--- config.mk ---
export PLATFORM = sky130hd
export DESIGN_NAME = ebct_timer
export DESIGN_NICKNAME = d
export VERILOG_FILES = /design/src/hdl/ebct_pkg.sv /design/src/hdl/ebct_timer.sv
export SDC_FILE = /design/constraint.sdc
export NUM_CORES = 1
export LEC_CHECK = 0
export BUFFER_PORTS_ARGS = -buffer_cell sky130_fd_sc_hd__buf_2
export CORE_ASPECT_RATIO = 2
export CORE_MARGIN = 2
export CORE_UTILIZATION = 35
export CTS_BUF_LIST = sky130_fd_sc_hd__clkbuf_4 sky130_fd_sc_hd__clkbuf_8
export DETAILED_ROUTE_END_ITERATION = 8
export GPL_TIMING_DRIVEN = 0
export PLACE_DENSITY_LB_ADDON = 0.15
export SETUP_SLACK_MARGIN = 0.3
export SLEW_MARGIN = 5
export SYNTH_ARGS = -nofsm -noshare
export SYNTH_HDL_FRONTEND = slang
export SYNTH_SLANG_ARGS = --single-unit
--- constraint.sdc ---
create_clock -name ref_clk_in -period 2.82 [get_ports ref_clk_in]
set_input_delay 0.282 -clock ref_clk_in [delete_from_list [all_inputs] [get_ports ref_clk_in]]
set_output_delay 0.282 -clock ref_clk_in [all_outputs]
set_load 0.005 [all_outputs]
--- src/hdl/ebct_pkg.sv ---
// constants and types for the eight-bit compare timer
package ebct_pkg;
    // ****************************************
    // clock select codes {clock_select}
    // ****************************************
    localparam logic [2:0] EBCT_CKS_STOP0  = 3'h0;
    localparam logic [2:0] EBCT_CKS_INT_A  = 3'h1; // extra=0: /4, extra=1: /8
    localparam logic [2:0] EBCT_CKS_INT_B  = 3'h2; // extra=0: /16, extra=1: /32
    localparam logic [2:0] EBCT_CKS_INT_C  = 3'h3; // extra=0: /64, extra=1: /128
    localparam logic [2:0] EBCT_CKS_STOP4  = 3'h4;
    localparam logic [2:0] EBCT_CKS_EXT_RISE = 3'h5;
    localparam logic [2:0] EBCT_CKS_EXT_FALL = 3'h6;
    localparam logic [2:0] EBCT_CKS_EXT_BOTH = 3'h7;
    localparam int         EBCT_PRE_W      = 7;
    // ****************************************
    // clear select codes
    // ****************************************
    localparam logic [1:0] EBCT_CLR_NONE   = 2'h0;
    localparam logic [1:0] EBCT_CLR_MATCHA = 2'h1;
    localparam logic [1:0] EBCT_CLR_MATCHB = 2'h2;
    localparam logic [1:0] EBCT_CLR_EXT    = 2'h3;
    // ****************************************
    // trigger edge select codes
    // ****************************************
    localparam logic [1:0] EBCT_TRG_NONE   = 2'h0;
    localparam logic [1:0] EBCT_TRG_RISE   = 2'h1;
    localparam logic [1:0] EBCT_TRG_FALL   = 2'h2;
    localparam logic [1:0] EBCT_TRG_BOTH   = 2'h3;
    // ****************************************
    // output action codes (two bits per match)
    // ****************************************
    localparam logic [1:0] EBCT_OUT_KEEP   = 2'h0;
    localparam logic [1:0] EBCT_OUT_LOW    = 2'h1;
    localparam logic [1:0] EBCT_OUT_HIGH   = 2'h2;
    localparam logic [1:0] EBCT_OUT_TOGGLE = 2'h3;
    // ****************************************
    // reset values and widths
    // ****************************************
    localparam logic [7:0] EBCT_CNT_MAX    = 8'hff;
    localparam logic [7:0] EBCT_CNT_RST    = 8'h00;
    localparam logic [7:0] EBCT_CONST_RST  = 8'hff;
    // timer run state, gray coded
    typedef enum logic [0:0] {
        EBCT_RUN  = 1'b0,
        EBCT_HALT = 1'b1
    } ebct_state_t;
endpackage : ebct_pkg

--- src/hdl/ebct_timer.sv ---
// eight-bit up counter with two compare constants, clear and trigger gating
module ebct_timer
    import ebct_pkg::*;
(
    input  wire logic       ref_clk_in,
    input  wire logic       nrst_in,
    input  wire logic [2:0] clock_select_in,
    input  wire logic       clock_select_extra_in,
    input  wire logic [1:0] clear_select_in,
    input  wire logic       trigger_gate_enable_in,
    input  wire logic [1:0] trigger_edge_select_in,
    input  wire logic [3:0] output_select_in,
    input  wire logic [7:0] compare_const_a_in,
    input  wire logic [7:0] compare_const_b_in,
    input  wire logic       wrap_irq_enable_in,
    input  wire logic       match_irq_enable_a_in,
    input  wire logic       match_irq_enable_b_in,
    input  wire logic       wrap_flag_clr_in,
    input  wire logic       match_flag_a_clr_in,
    input  wire logic       match_flag_b_clr_in,
    input  wire logic       count_load_in,
    input  wire logic [7:0] count_load_value_in,
    input  wire logic       ext_clock_in,
    input  wire logic       external_clear_input_in,
    input  wire logic       trigger_input_pin_in,
    output logic      [7:0] count_value_out,
    output logic            wrap_flag_out,
    output logic            match_flag_a_out,
    output logic            match_flag_b_out,
    output logic            wrap_irq_out,
    output logic            match_irq_a_out,
    output logic            match_irq_b_out,
    output logic            waveform_output_pin_out,
    output logic            halted_out
);
    // ****************************************
    // state
    // ****************************************
    logic [EBCT_PRE_W-1:0] pre_reg,   pre_next;
    logic [7:0]            cnt_reg,   cnt_next;
    logic                  ovf_reg,   ovf_next;
    logic                  mfa_reg,   mfa_next;
    logic                  mfb_reg,   mfb_next;
    logic                  wave_reg,  wave_next;
    logic                  ext_d_reg, clr_d_reg, trg_d_reg;
    ebct_state_t           st_reg,    st_next;
    logic                  tick;
    logic                  ext_rise, ext_fall, clr_rise, trg_rise, trg_fall;
    logic                  eq_a, eq_b, match_a, match_b, clr_evt, trg_evt;

    // ****************************************
    // edge detection (pins are synchronous)
    // ****************************************
    assign ext_rise = ext_clock_in & ~ext_d_reg;
    assign ext_fall = ~ext_clock_in & ext_d_reg;
    // the source must hold clear high over a sampling edge, hence its 1.5 clock minimum
    assign clr_rise = external_clear_input_in & ~clr_d_reg;
    assign trg_rise = trigger_input_pin_in & ~trg_d_reg;
    assign trg_fall = ~trigger_input_pin_in & trg_d_reg;

    // ****************************************
    // clock source selection
    // ****************************************
    // prescaler taps picked by the three-bit field and the extra bit together
    always_comb begin
        tick = 1'b0;
        case (clock_select_in)
            EBCT_CKS_INT_A:    tick = clock_select_extra_in ? (pre_reg[2:0] == 3'h7)
                                                             : (pre_reg[1:0] == 2'h3);
            EBCT_CKS_INT_B:    tick = clock_select_extra_in ? (pre_reg[4:0] == 5'h1f)
                                                             : (pre_reg[3:0] == 4'hf);
            EBCT_CKS_INT_C:    tick = clock_select_extra_in ? (pre_reg == 7'h7f)
                                                             : (pre_reg[5:0] == 6'h3f);
            EBCT_CKS_EXT_RISE: tick = ext_rise;
            EBCT_CKS_EXT_FALL: tick = ext_fall;
            EBCT_CKS_EXT_BOTH: tick = ext_rise | ext_fall;
            default:           tick = 1'b0;
        endcase
    end

    // ****************************************
    // compare and clear sources
    // ****************************************
    // the match fires on the last clock of the equal period, i.e. when the count is about to move
    assign eq_a    = (cnt_reg == compare_const_a_in);
    assign eq_b    = (cnt_reg == compare_const_b_in);
    assign match_a = eq_a & tick & (st_reg == EBCT_RUN);
    assign match_b = eq_b & tick & (st_reg == EBCT_RUN);
    always_comb begin
        case (clear_select_in)
            EBCT_CLR_MATCHA: clr_evt = match_a;
            EBCT_CLR_MATCHB: clr_evt = match_b;
            EBCT_CLR_EXT:    clr_evt = clr_rise;
            default:         clr_evt = 1'b0;
        endcase
    end
    always_comb begin
        case (trigger_edge_select_in)
            EBCT_TRG_RISE: trg_evt = trg_rise;
            EBCT_TRG_FALL: trg_evt = trg_fall;
            EBCT_TRG_BOTH: trg_evt = trg_rise | trg_fall;
            default:       trg_evt = 1'b0;
        endcase
    end

    // ****************************************
    // next-state logic
    // ****************************************
    // flags: hardware set wins over a software clear in the same cycle
    always_comb begin
        pre_next  = pre_reg + 7'h01;
        cnt_next  = cnt_reg;
        st_next   = st_reg;
        wave_next = wave_reg;
        case (st_reg)
            EBCT_RUN: begin
                if (clr_evt) begin
                    cnt_next = EBCT_CNT_RST;
                    if (trigger_gate_enable_in)
                        st_next = EBCT_HALT;
                end else if (tick) begin
                    cnt_next = cnt_reg + 8'h01;
                end
            end
            EBCT_HALT: begin
                if (clr_evt)
                    cnt_next = EBCT_CNT_RST;
                if (trg_evt || !trigger_gate_enable_in)
                    st_next = EBCT_RUN;
            end
            default: st_next = EBCT_RUN;
        endcase
        if (count_load_in)
            cnt_next = count_load_value_in;
        // match b applied first so that match a takes priority on a tie
        if (match_b) begin
            case (output_select_in[3:2])
                EBCT_OUT_LOW:    wave_next = 1'b0;
                EBCT_OUT_HIGH:   wave_next = 1'b1;
                EBCT_OUT_TOGGLE: wave_next = ~wave_next;
                default:         wave_next = wave_next;
            endcase
        end
        // a toggles from the held level, so a same-cycle b action cannot cancel it
        if (match_a) begin
            case (output_select_in[1:0])
                EBCT_OUT_LOW:    wave_next = 1'b0;
                EBCT_OUT_HIGH:   wave_next = 1'b1;
                EBCT_OUT_TOGGLE: wave_next = ~wave_reg;
                default:         wave_next = wave_next;
            endcase
        end
        ovf_next = (tick && !clr_evt && st_reg == EBCT_RUN && cnt_reg == EBCT_CNT_MAX)
                   | (ovf_reg & ~wrap_flag_clr_in);
        mfa_next = match_a | (mfa_reg & ~match_flag_a_clr_in);
        mfb_next = match_b | (mfb_reg & ~match_flag_b_clr_in);
    end

    // ****************************************
    // registers
    // ****************************************
    always_ff @(posedge ref_clk_in or negedge nrst_in) begin
        if (!nrst_in) begin
            pre_reg   <= '0;
            cnt_reg   <= EBCT_CNT_RST;
            ovf_reg   <= 1'b0;
            mfa_reg   <= 1'b0;
            mfb_reg   <= 1'b0;
            wave_reg  <= 1'b0;
            ext_d_reg <= 1'b0;
            clr_d_reg <= 1'b0;
            trg_d_reg <= 1'b0;
            st_reg    <= EBCT_RUN;
        end else begin
            pre_reg   <= pre_next;
            cnt_reg   <= cnt_next;
            ovf_reg   <= ovf_next;
            mfa_reg   <= mfa_next;
            mfb_reg   <= mfb_next;
            wave_reg  <= wave_next;
            ext_d_reg <= ext_clock_in;
            clr_d_reg <= external_clear_input_in;
            trg_d_reg <= trigger_input_pin_in;
            st_reg    <= st_next;
        end
    end

    // ****************************************
    // outputs
    // ****************************************
    assign count_value_out         = cnt_reg;
    assign wrap_flag_out           = ovf_reg;
    assign match_flag_a_out        = mfa_reg;
    assign match_flag_b_out        = mfb_reg;
    assign wrap_irq_out            = ovf_reg & wrap_irq_enable_in;
    assign match_irq_a_out         = mfa_reg & match_irq_enable_a_in;
    assign match_irq_b_out         = mfb_reg & match_irq_enable_b_in;
    assign waveform_output_pin_out = wave_reg;
    assign halted_out              = (st_reg == EBCT_HALT);
endmodule : ebct_timer

==> results of run 1 <==
cell type report:
type                       count  area [um2]
buffer                         8        72.6
clock buffer                   3        41.3
clock inverter                 1        7.51
fill                         483        2540
inverter                      10        37.5
multi-input combinational    131        1050
sequential                    23         576
tap                           57        71.3
timing repair buffer          70         370
cells in the final DEF, fill, tap and decap left out, types with 3 or more instances in the layout:
cell type and instances:
or2_2 4, clkbuf_8 4, buf_4 8, a211o_1 4, nand3b_1 3, a221o_1 3, nand3_1 10, o2bb2ai_1 3
nor4_4 3, xor2_1 15, buf_6 3, dfrtp_1 23, and3_1 3, inv_1 10, nor2_1 7, ha_1 7
nor4_1 3, nand2b_1 3, nand2_1 15, xnor2_1 3, buf_2 65, and2_1 6, nor2b_1 5
report_power, final:
part,leakage [nW],internal (mW),total [mW],switching [mW]
Combinational,0.806,0.143,0.296,0.153
Sequential,0.277,0.353,0.376,0.0232
Clock,0.0217,0.100,0.220,0.120
Total,1.10,0.596,0.892,0.296
worst max-delay path: stages, from the launching register on:
cell      delay [ns]
dfrtp_1         0.38
buf_2           0.17
xor2_1          0.16
nor4_2          0.33
nand4b_1        0.25
a211oi_4        0.50
o32ai_2         0.17
a211o_1         0.31
stage by stage:
stage	util	cell area [um2]	total power [mW]
after CTS	0.451	2150	0.899
after global placement	0.439	2090	0.668
final	0.467	2230	0.892
after floorplan	-	1710	0.571
after detailed placement	0.439	2090	0.672
after global routing	0.467	2230	0.954
kinds of logic (layout without fill, tap and decap cells):
logic type               Yosys count  in the layout  synth area share
XOR/XNOR                          19             19             0.102
flip-flops                        23             23             0.337
multiplexers                       3              3            0.0183
adder cells (fa/ha/maj)            8              8            0.0586
AO/OA/AOI/OAI                     28             28             0.140
AND/OR/NAND/NOR                   73             73             0.280
buffers and inverters             18             92            0.0645
routing by layer:
layer | global-route usage | wire [um] | part of all wire
met1 | 0.211 | 1790 | 0.44
met2 | 0.262 | 1950 | 0.48
met3 | 0.0217 | 291 | 0.071
met4 | 0.0592 | 61 | 0.015
met5 | 0 | 0 | 0
worst max-delay path by stage:
stage          cells after the start                from            endpoint
6_report                           7  count_value_out[4]  count_value_out[5]
5_1_grt                            7  count_value_out[4]  count_value_out[5]
4_1_cts                           10          pre_reg[0]  count_value_out[0]
3_5_place_dp                      10          pre_reg[0]  count_value_out[0]
3_3_place_gp                       9          pre_reg[0]  count_value_out[0]
2_1_floorplan                      9          pre_reg[0]  count_value_out[1]
repair_timing:
item                                   in CTS  in global routing
hold buffers                                1                  0
setup buffers                               0                  6
setup endpoints to repair                   2                  8
endpoints found under the hold margin      14                  0
gates resized for setup                     0                  5
pin swaps                                   0                  6
==> impl_metrics.toml, run 1 <==
[synthesis]
async_flop_share = 1.00
synth_cell_types = 49
ys_seq_area_frac = 0.337
avgSynthCellArea_um2 = 9.93
yosysMostFrequentCell = "dfrtp_1"
synthesis.area_um2 = 1710
ys.flop_type = "dfrtp_1"
yosys_warnings = 0
synth_seq_cells = 23
postSynthNetCount = 229
synthTopCellsByArea = "dfrtp_1 (34%), xor2_1 (7.7%), ha_1 (5.9%), nor4_4 (3.7%), nand2_1 (3.3%)"
synth_edf_count = 0
syn_inst = 172
synth_top_area_share = 0.337
synth_common_cells = "dfrtp_1 (23), nand2_1 (15), xor2_1 (15)"
synth_area_leader_cell = "dfrtp_1"

[timing]
hold_ws_ns = 0.130
fin_crit_ns = 2.38
finClkSkew_ns = 0.00317
setup_viol = 0
max-slew-margin-rel = 0.646
grt_setup_unrepaired = "no"
max_slew.worst_pin.slew_ns = 0.531
setup_tns_ns = 0
fin_ws_ns = 0.440
max_freq_ghz = 0.420
fin_crit_sh = 0.844
hold_viol_final = 0
slew_violations = 0

[layout]
fin_cells = 303
largest_reg_flops = 8
final_nets = 304
layout-drive-gt1-share = 0.411
area_growth_syn_to_layout_pct = 30.6
insertedDiodeCount = 0

[worst_setup_path]
arrival_ns = 2.55
critPathMaxFanout = 8
endpoint_kind = "flip-flop"
start_kind = "flip-flop"
r2r_end = "count_value_out[5]"
r2r_cells = 7
crit_type = "reg2reg"
r2r_slack_ns = 0.44
crit-reg2reg-launch = "count_value_out[4]"
worst_ep_required_time_ns = 2.99

[clock_tree]
clk_latency_ns = 0.28
cts_max_level = 1
clk_pin_slew_ns = 0.09
cts_tree = "yes"
numCtsBuffers = 3
cts.sinks = 23
cts-root-buf = "clkbuf_8"
cts_buffer_depth = 2

[min_path]
min_to = "clr_d_reg"
min_from = "external_clear_input_in"
whs_path_depth = 1
hold_class = "in2reg"

[placed_design]
dp_hpwl_um = 3080
placed_cells = 292
place_ws_ns = 0.267
place_congestion = 0.807
io_buffer_count = 63

[die]
coreArea_um2 = 4770
rows = 36
die_h_um = 103
die_area_um2 = 5490
io_pins = 65
dieWidth_um = 53.4
initial_core_util = 0.358

[drt]
wl_per_cell_um = 13.5
drt_pass1_iterations = 4
first_iter_violations = 20
routed_wl_um = 4090
drc = 0
routed_via_density = 5.05
ant_nets = 0
num_vias = 1530

[pwr]
p_leak_nw = 1.10
powerDensity_nw_per_um2 = 400
vdd_ir_drop_max_v = 0.000251

[global_route]
antenna_found_initial = 0
grt_pass1_vias = 1455
grt_max_degree = 24
grt_remaining_overflow = 0
grt_pass1_wl_um = 6630
grt_usage = 0.160

[job]
maxCapViolCount = 0

[outcome]
outcome = "finished clean"
Power figures use the tool's default switching activity.
==> run 2, diff against run 1 <==
--- a/config.mk
+++ b/config.mk
@@ -5,6 +5,7 @@
 export SDC_FILE = /design/constraint.sdc
 export NUM_CORES = 1
 export LEC_CHECK = 0
+export ABC_AREA = 1
 export BUFFER_PORTS_ARGS = -buffer_cell sky130_fd_sc_hd__buf_2
 export CORE_ASPECT_RATIO = 2
 export CORE_MARGIN = 2
==> constraint.sdc (replaced) <==
create_clock -name ref_clk_in -period 1.95 [get_ports ref_clk_in]
set_input_delay 0.195 -clock ref_clk_in [delete_from_list [all_inputs] [get_ports ref_clk_in]]
set_output_delay 0.195 -clock ref_clk_in [all_outputs]
set_load 0.005 [all_outputs]
==> impl_metrics.toml, run 2 <==
[outcome]
outcome = "finished, violations left"
violations = "setup timing"

[timing]
fin_crit_ns = 2.02
max_freq_ghz = 0.495
fin_ws_ns = -0.0698
grt_setup_unrepaired = "yes"
setup_viol = 10
max-slew-margin-rel = 0.636
fin_crit_sh = 1.04
hold_ws_ns = 0.0391
slew_violations = 0
hold_viol_final = 0
finClkSkew_ns = 0.00210
max_slew.worst_pin.slew_ns = 0.547

[pwr]
powerDensity_nw_per_um2 = 530
power.share.clock = 0.233
sw_frac_of_total = 0.356
p_leak_nw = 1.41
switchingPower_uw = 468
p_int_uw = 847
vdd_ir_drop_max_v = 0.000406
power.share.combinational = 0.337
sequentialPowerShare = 0.429

[worst_setup_path]
start_kind = "flip-flop"
slowest_stage = "dfrtp_1"
worst_ep_required_time_ns = 2.12
crit_buf_inv = 2
slowest_delay_ns = 0.42
critPathMaxFanout = 8
arrival_ns = 2.19
path_cells = "ha_4 -> nand3_4 -> inv_2 -> ha_4 -> nand2_1 -> nand2_1 -> a21oi_2 -> nand2_4 -> nand2_4 -> nand2_4 -> nand2_4 -> nand2_4 -> inv_8 -> nand2_8 -> nand2_2 -> nand2_1"
endpoint_kind = "flip-flop"
crit_type = "reg2reg"
critPathMostFrequentCell = "nand2_4"
crit_family = "simple AND/OR/NAND/NOR gates"

[global_route]
antenna_found_initial = 0
grt_remaining_overflow = 0
grt_pass1_vias = 2044
grt_usage = 0.196
grt_pass1_wl_um = 8500
grt_max_degree = 24

[placed_design]
place_congestion = 0.798
dp_hpwl_um = 3870
place_ws_ns = -0.220
io_buffer_count = 64

[die]
initial_core_util = 0.359
io_pins = 65
die_h_um = 106
dieWidth_um = 55.1
rows = 37
coreArea_um2 = 5090
die_area_um2 = 5860

[clock_tree]
cts-root-buf = "clkbuf_8"
numCtsBuffers = 3
cts_max_level = 1
cts_buffer_depth = 2
clk_latency_ns = 0.27
clk_pin_slew_ns = 0.09
cts.sinks = 23
cts_tree = "yes"

[layout]
largest_reg_flops = 8
nFillCells = 547
final_common_cell = "nand2_1"
final_nets = 408
layout_common_cells = "nand2_1 (73), buf_2 (66), inv_1 (35)"
area_growth_syn_to_layout_pct = 35.6
insertedDiodeCount = 0
layout-drive-gt1-share = 0.343

[synthesis]
synth_edf_count = 0
synthesis.area_um2 = 1830
ys_seq_area_frac = 0.315
ys.flop_type = "dfrtp_1"
postSynthNetCount = 327
yosys_warnings = 0
synthTopCellsByArea = "dfrtp_1 (31%), nand2_1 (17%), inv_1 (7.6%), nor2_1 (6.2%), ha_1 (5.5%)"
synth_common_cells = "nand2_1 (83), inv_1 (37), nor2_1 (30)"
synth_cell_types = 33
syn_inst = 270
synth_top_area_share = 0.315
avgSynthCellArea_um2 = 6.78
synth_area_leader_cell = "dfrtp_1"
async_flop_share = 1.00
synth_seq_cells = 23
yosysMostFrequentCell = "nand2_1"

[drt]
drt_pass1_iterations = 4
wl_per_cell_um = 12.3
routed_via_density = 4.78
drc = 0
num_vias = 1952
first_iter_violations = 23
routed_wl_um = 5010
ant_nets = 0

[job]
maxCapViolCount = 0

[min_path]
hold_class = "in2reg"
[run 2: logic make-up after synthesis]
kind of cell,count (synthesis),synth area share
simple gates,167,0.429
buf+inv,47,0.103
flops,23,0.315
compound gates,18,0.0657
fa+ha+maj,8,0.0547
xor+xnor,7,0.0335
[run 2: power by group through the flow]
| stage | registers (mW) | logic (mW) | clock network (mW) |
|---|---|---|---|
| after floorplan | 0.566 | 0.256 | 0 |
| after detailed placement | 0.573 | 0.413 | 0 |
| after CTS | 0.564 | 0.441 | 0.326 |
| after global routing | 0.573 | 0.516 | 0.339 |
| final | 0.564 | 0.444 | 0.307 |
| after global placement | 0.574 | 0.408 | 0 |
[run 2: what timing repair did]
| item | 4_1_cts | 5_1_grt |
|---|---|---|
| gates cloned | 1 | 0 |
| hold buffers | 1 | 0 |
| pin swaps | 13 | 4 |
| gates resized for setup | 10 | 12 |
| endpoints found under the setup margin | 13 | 13 |
| buffers inserted | 8 | 2 |
| hold endpoints to repair | 23 | 0 |
[run 2: worst paths after layout]
check	start	to	cells past startpoint	slack [ns]
min	external_clear_input_in	clr_d_reg	1	0.04
max reg2reg	pre_reg[1]	count_value_out[3]	16	-0.07
min in group asynchronous	nrst_in	wrap_flag_out	2	0.44
min reg2reg	pre_reg[5]	pre_reg[5]	1	0.48
max in group asynchronous	nrst_in	count_value_out[4]	2	1.14
max	pre_reg[1]	count_value_out[3]	16	-0.07
[run 2: area by class of cell]
type | instances | area [um2] | share of cell area
repair buffers | 75 | 422 | 0.170
well taps | 58 | 72.6 | 0.0292
inverters | 43 | 169 | 0.0681
clock buffers | 3 | 41.3 | 0.0166
plain buffers | 4 | 21.3 | 0.00857
clock inverters | 1 | 5.00 | 0.00202
multi-input cells | 200 | 1170 | 0.471
flip-flops and latches | 23 | 576 | 0.232
repair inverters | 1 | 6.26 | 0.00252
[run 2: worst reg2reg max path: stages, from the launching register on]
cell and delay, ns:
dfrtp_1 0.42, ha_4 0.19, nand3_4 0.08, inv_2 0.04, ha_4 0.14, nand2_1 0.05
nand2_1 0.05, a21oi_2 0.18, nand2_4 0.12, nand2_4 0.09, nand2_4 0.05, nand2_4 0.10
nand2_4 0.10, inv_8 0.10, nand2_8 0.09, nand2_2 0.08, nand2_1 0.04
[run 2: stage by stage]
stage | area [um2] | power, mW | cells | util | setup TNS [ns]
after floorplan | 1850 | 0.821 | 270 | - | 0
after global placement | 2240 | 0.982 | 392 | 0.440 | -1.80
after detailed placement | 2240 | 0.986 | 392 | 0.440 | -2.00
after CTS | 2410 | 1.33 | 406 | 0.473 | -0.824
after global routing | 2480 | 1.43 | 408 | 0.487 | -2.11
final | 2480 | 1.31 | 408 | 0.487 | -0.523
[run 2: routing by layer]
metal	up-vias	track usage	share of wire	routed length, um
met5	-	0	0	0
li1	1009	-	-	-
met1	876	0.193	0.36	1790
met3	16	0.0225	0.049	246
met4	0	0.103	0.038	191
met2	51	0.363	0.56	2780
==> run 3, diff against run 2 <==
--- a/config.mk
+++ b/config.mk
@@ -15,6 +15,7 @@
 export GPL_TIMING_DRIVEN = 0
 export PLACE_DENSITY_LB_ADDON = 0.15
 export SETUP_SLACK_MARGIN = 0.3
+export SKIP_CTS_REPAIR_TIMING = 1
 export SLEW_MARGIN = 5
 export SYNTH_ARGS = -nofsm -noshare
 export SYNTH_HDL_FRONTEND = slang
==> impl_metrics.toml, run 3 (synthesis results as in run 2) <==
[clock_tree]
cts_tree = "yes"
cts_buffer_depth = 2
cts-root-buf = "clkbuf_8"
clk_pin_slew_ns = 0.09
numCtsBuffers = 3
cts_max_level = 1
clk_latency_ns = 0.27
cts.sinks = 23

[die]
die_area_um2 = 5860
coreArea_um2 = 5090
rows = 37
initial_core_util = 0.359
io_pins = 65
dieWidth_um = 55.1
die_h_um = 106

[worst_setup_path]
worst_ep_required_time_ns = 2.12
crit_type = "reg2reg"
arrival_ns = 2.26
start_kind = "flip-flop"
slowest_stage = "dfrtp_1"
endpoint_kind = "flip-flop"
slowest_delay_ns = 0.43
path_cells = "ha_4 -> nand3_4 -> inv_2 -> ha_4 -> nand2_1 -> nand2_1 -> a21oi_2 -> nand2_4 -> buf_6 -> nand4_4 -> nand2_8 -> clkinv_8 -> nand2_8 -> nand2_2 -> nand2_2"
critPathMaxFanout = 8

[layout]
largest_reg_flops = 8
layout_common_cells = "nand2_1 (74), buf_2 (66), inv_1 (35)"
final_common_cell = "nand2_1"
layout-drive-gt1-share = 0.351
final_nets = 411
insertedDiodeCount = 0
area_growth_syn_to_layout_pct = 38.9

[timing]
grt_setup_unrepaired = "yes"
max_slew.worst_pin.slew_ns = 0.586
finClkSkew_ns = 0.00315
max-slew-margin-rel = 0.606
fin_crit_ns = 2.09
max_freq_ghz = 0.477
slew_violations = 0
fin_crit_sh = 1.07
fin_ws_ns = -0.145
setup_viol = 12
hold_viol_final = 0

[pwr]
p_leak_nw = 1.43
powerDensity_nw_per_um2 = 525
vdd_ir_drop_max_v = 0.000426
fin_total_pwr_mw = 1.33

[global_route]
grt_remaining_overflow = 0
antenna_found_initial = 0
grt_max_degree = 24
grt_pass1_wl_um = 8210
grt_usage = 0.188
grt_pass1_vias = 1965

[min_path]
hold_class = "in2reg"

[job]
maxCapViolCount = 0

[placed_design]
place_ws_ns = -0.220
dp_hpwl_um = 3870
place_congestion = 0.798
io_buffer_count = 64

[drt]
num_vias = 2005
first_iter_violations = 31
drc = 0
routed_via_density = 4.88
wl_per_cell_um = 12.7
drt_pass1_iterations = 4
routed_wl_um = 5220
ant_nets = 0

[outcome]
outcome = "finished, violations left"
violations = "setup timing"
## run 3: worst max-delay path: cells and delay by family, from the launching register on
family                     cells  cell delay [ns]
adders and majority gates      2             0.35
AOI/OAI and AO/OA              1             0.18
DFF                            1             0.43
buffers and inverters          3             0.26
and+or+nand+nor                9             0.76
## run 3: worst paths after layout
check / startpoint / endpoint / slack, ns / cells after the start
min: external_clear_input_in / clr_d_reg / 0.04 / 1
min reg2reg: pre_reg[5] / pre_reg[5] / 0.48 / 1
max reg2reg: pre_reg[0] / count_value_out[6] / -0.14 / 15
max: pre_reg[0] / count_value_out[6] / -0.14 / 15
max in group asynchronous: nrst_in / count_value_out[0] / 1.12 / 2
min in group asynchronous: nrst_in / wrap_flag_out / 0.44 / 2
## run 3: final cells by class
| type | instances | area [um2] |
|---|---|---|
| fillers | 540 | 2550 |
| multi-input cells | 201 | 1200 |
| flip-flops and latches | 23 | 577 |
| repair buffers | 77 | 435 |
| inverters | 43 | 174 |
| well taps | 58 | 72.6 |
| clock buffers | 3 | 41.3 |
| plain buffers | 4 | 21.3 |
| repair inverters | 1 | 8.76 |
| clock inverters | 1 | 5.00 |
## run 3: where the power goes
group / internal (mW) / total, mW / switching (mW)
Clock: 0.143 / 0.310 / 0.167
Combinational: 0.196 / 0.458 / 0.262
Sequential: 0.512 / 0.565 / 0.0534
## run 3: per-stage QoR
stage               setup TNS (ns)  hold WS [ns]  std cells  area, um2   util
floorplan                        0        -0.101        270       1850      -
global placement             -1.80         0.218        392       2240  0.440
detailed placement           -2.00         0.229        392       2240  0.440
CTS                          -2.16       -0.0703        396       2290  0.449
global route                 -2.77        0.0279        411       2540  0.499
finish                       -1.15        0.0375        411       2540  0.499
## run 3: metal layers
layer	part of all wire	global-route usage	vias to the layer above
met5	0	0	-
li1	-	-	1020
met1	0.36	0.191	910
met3	0.044	0.0211	18
met4	0.042	0.0906	0
met2	0.55	0.349	57
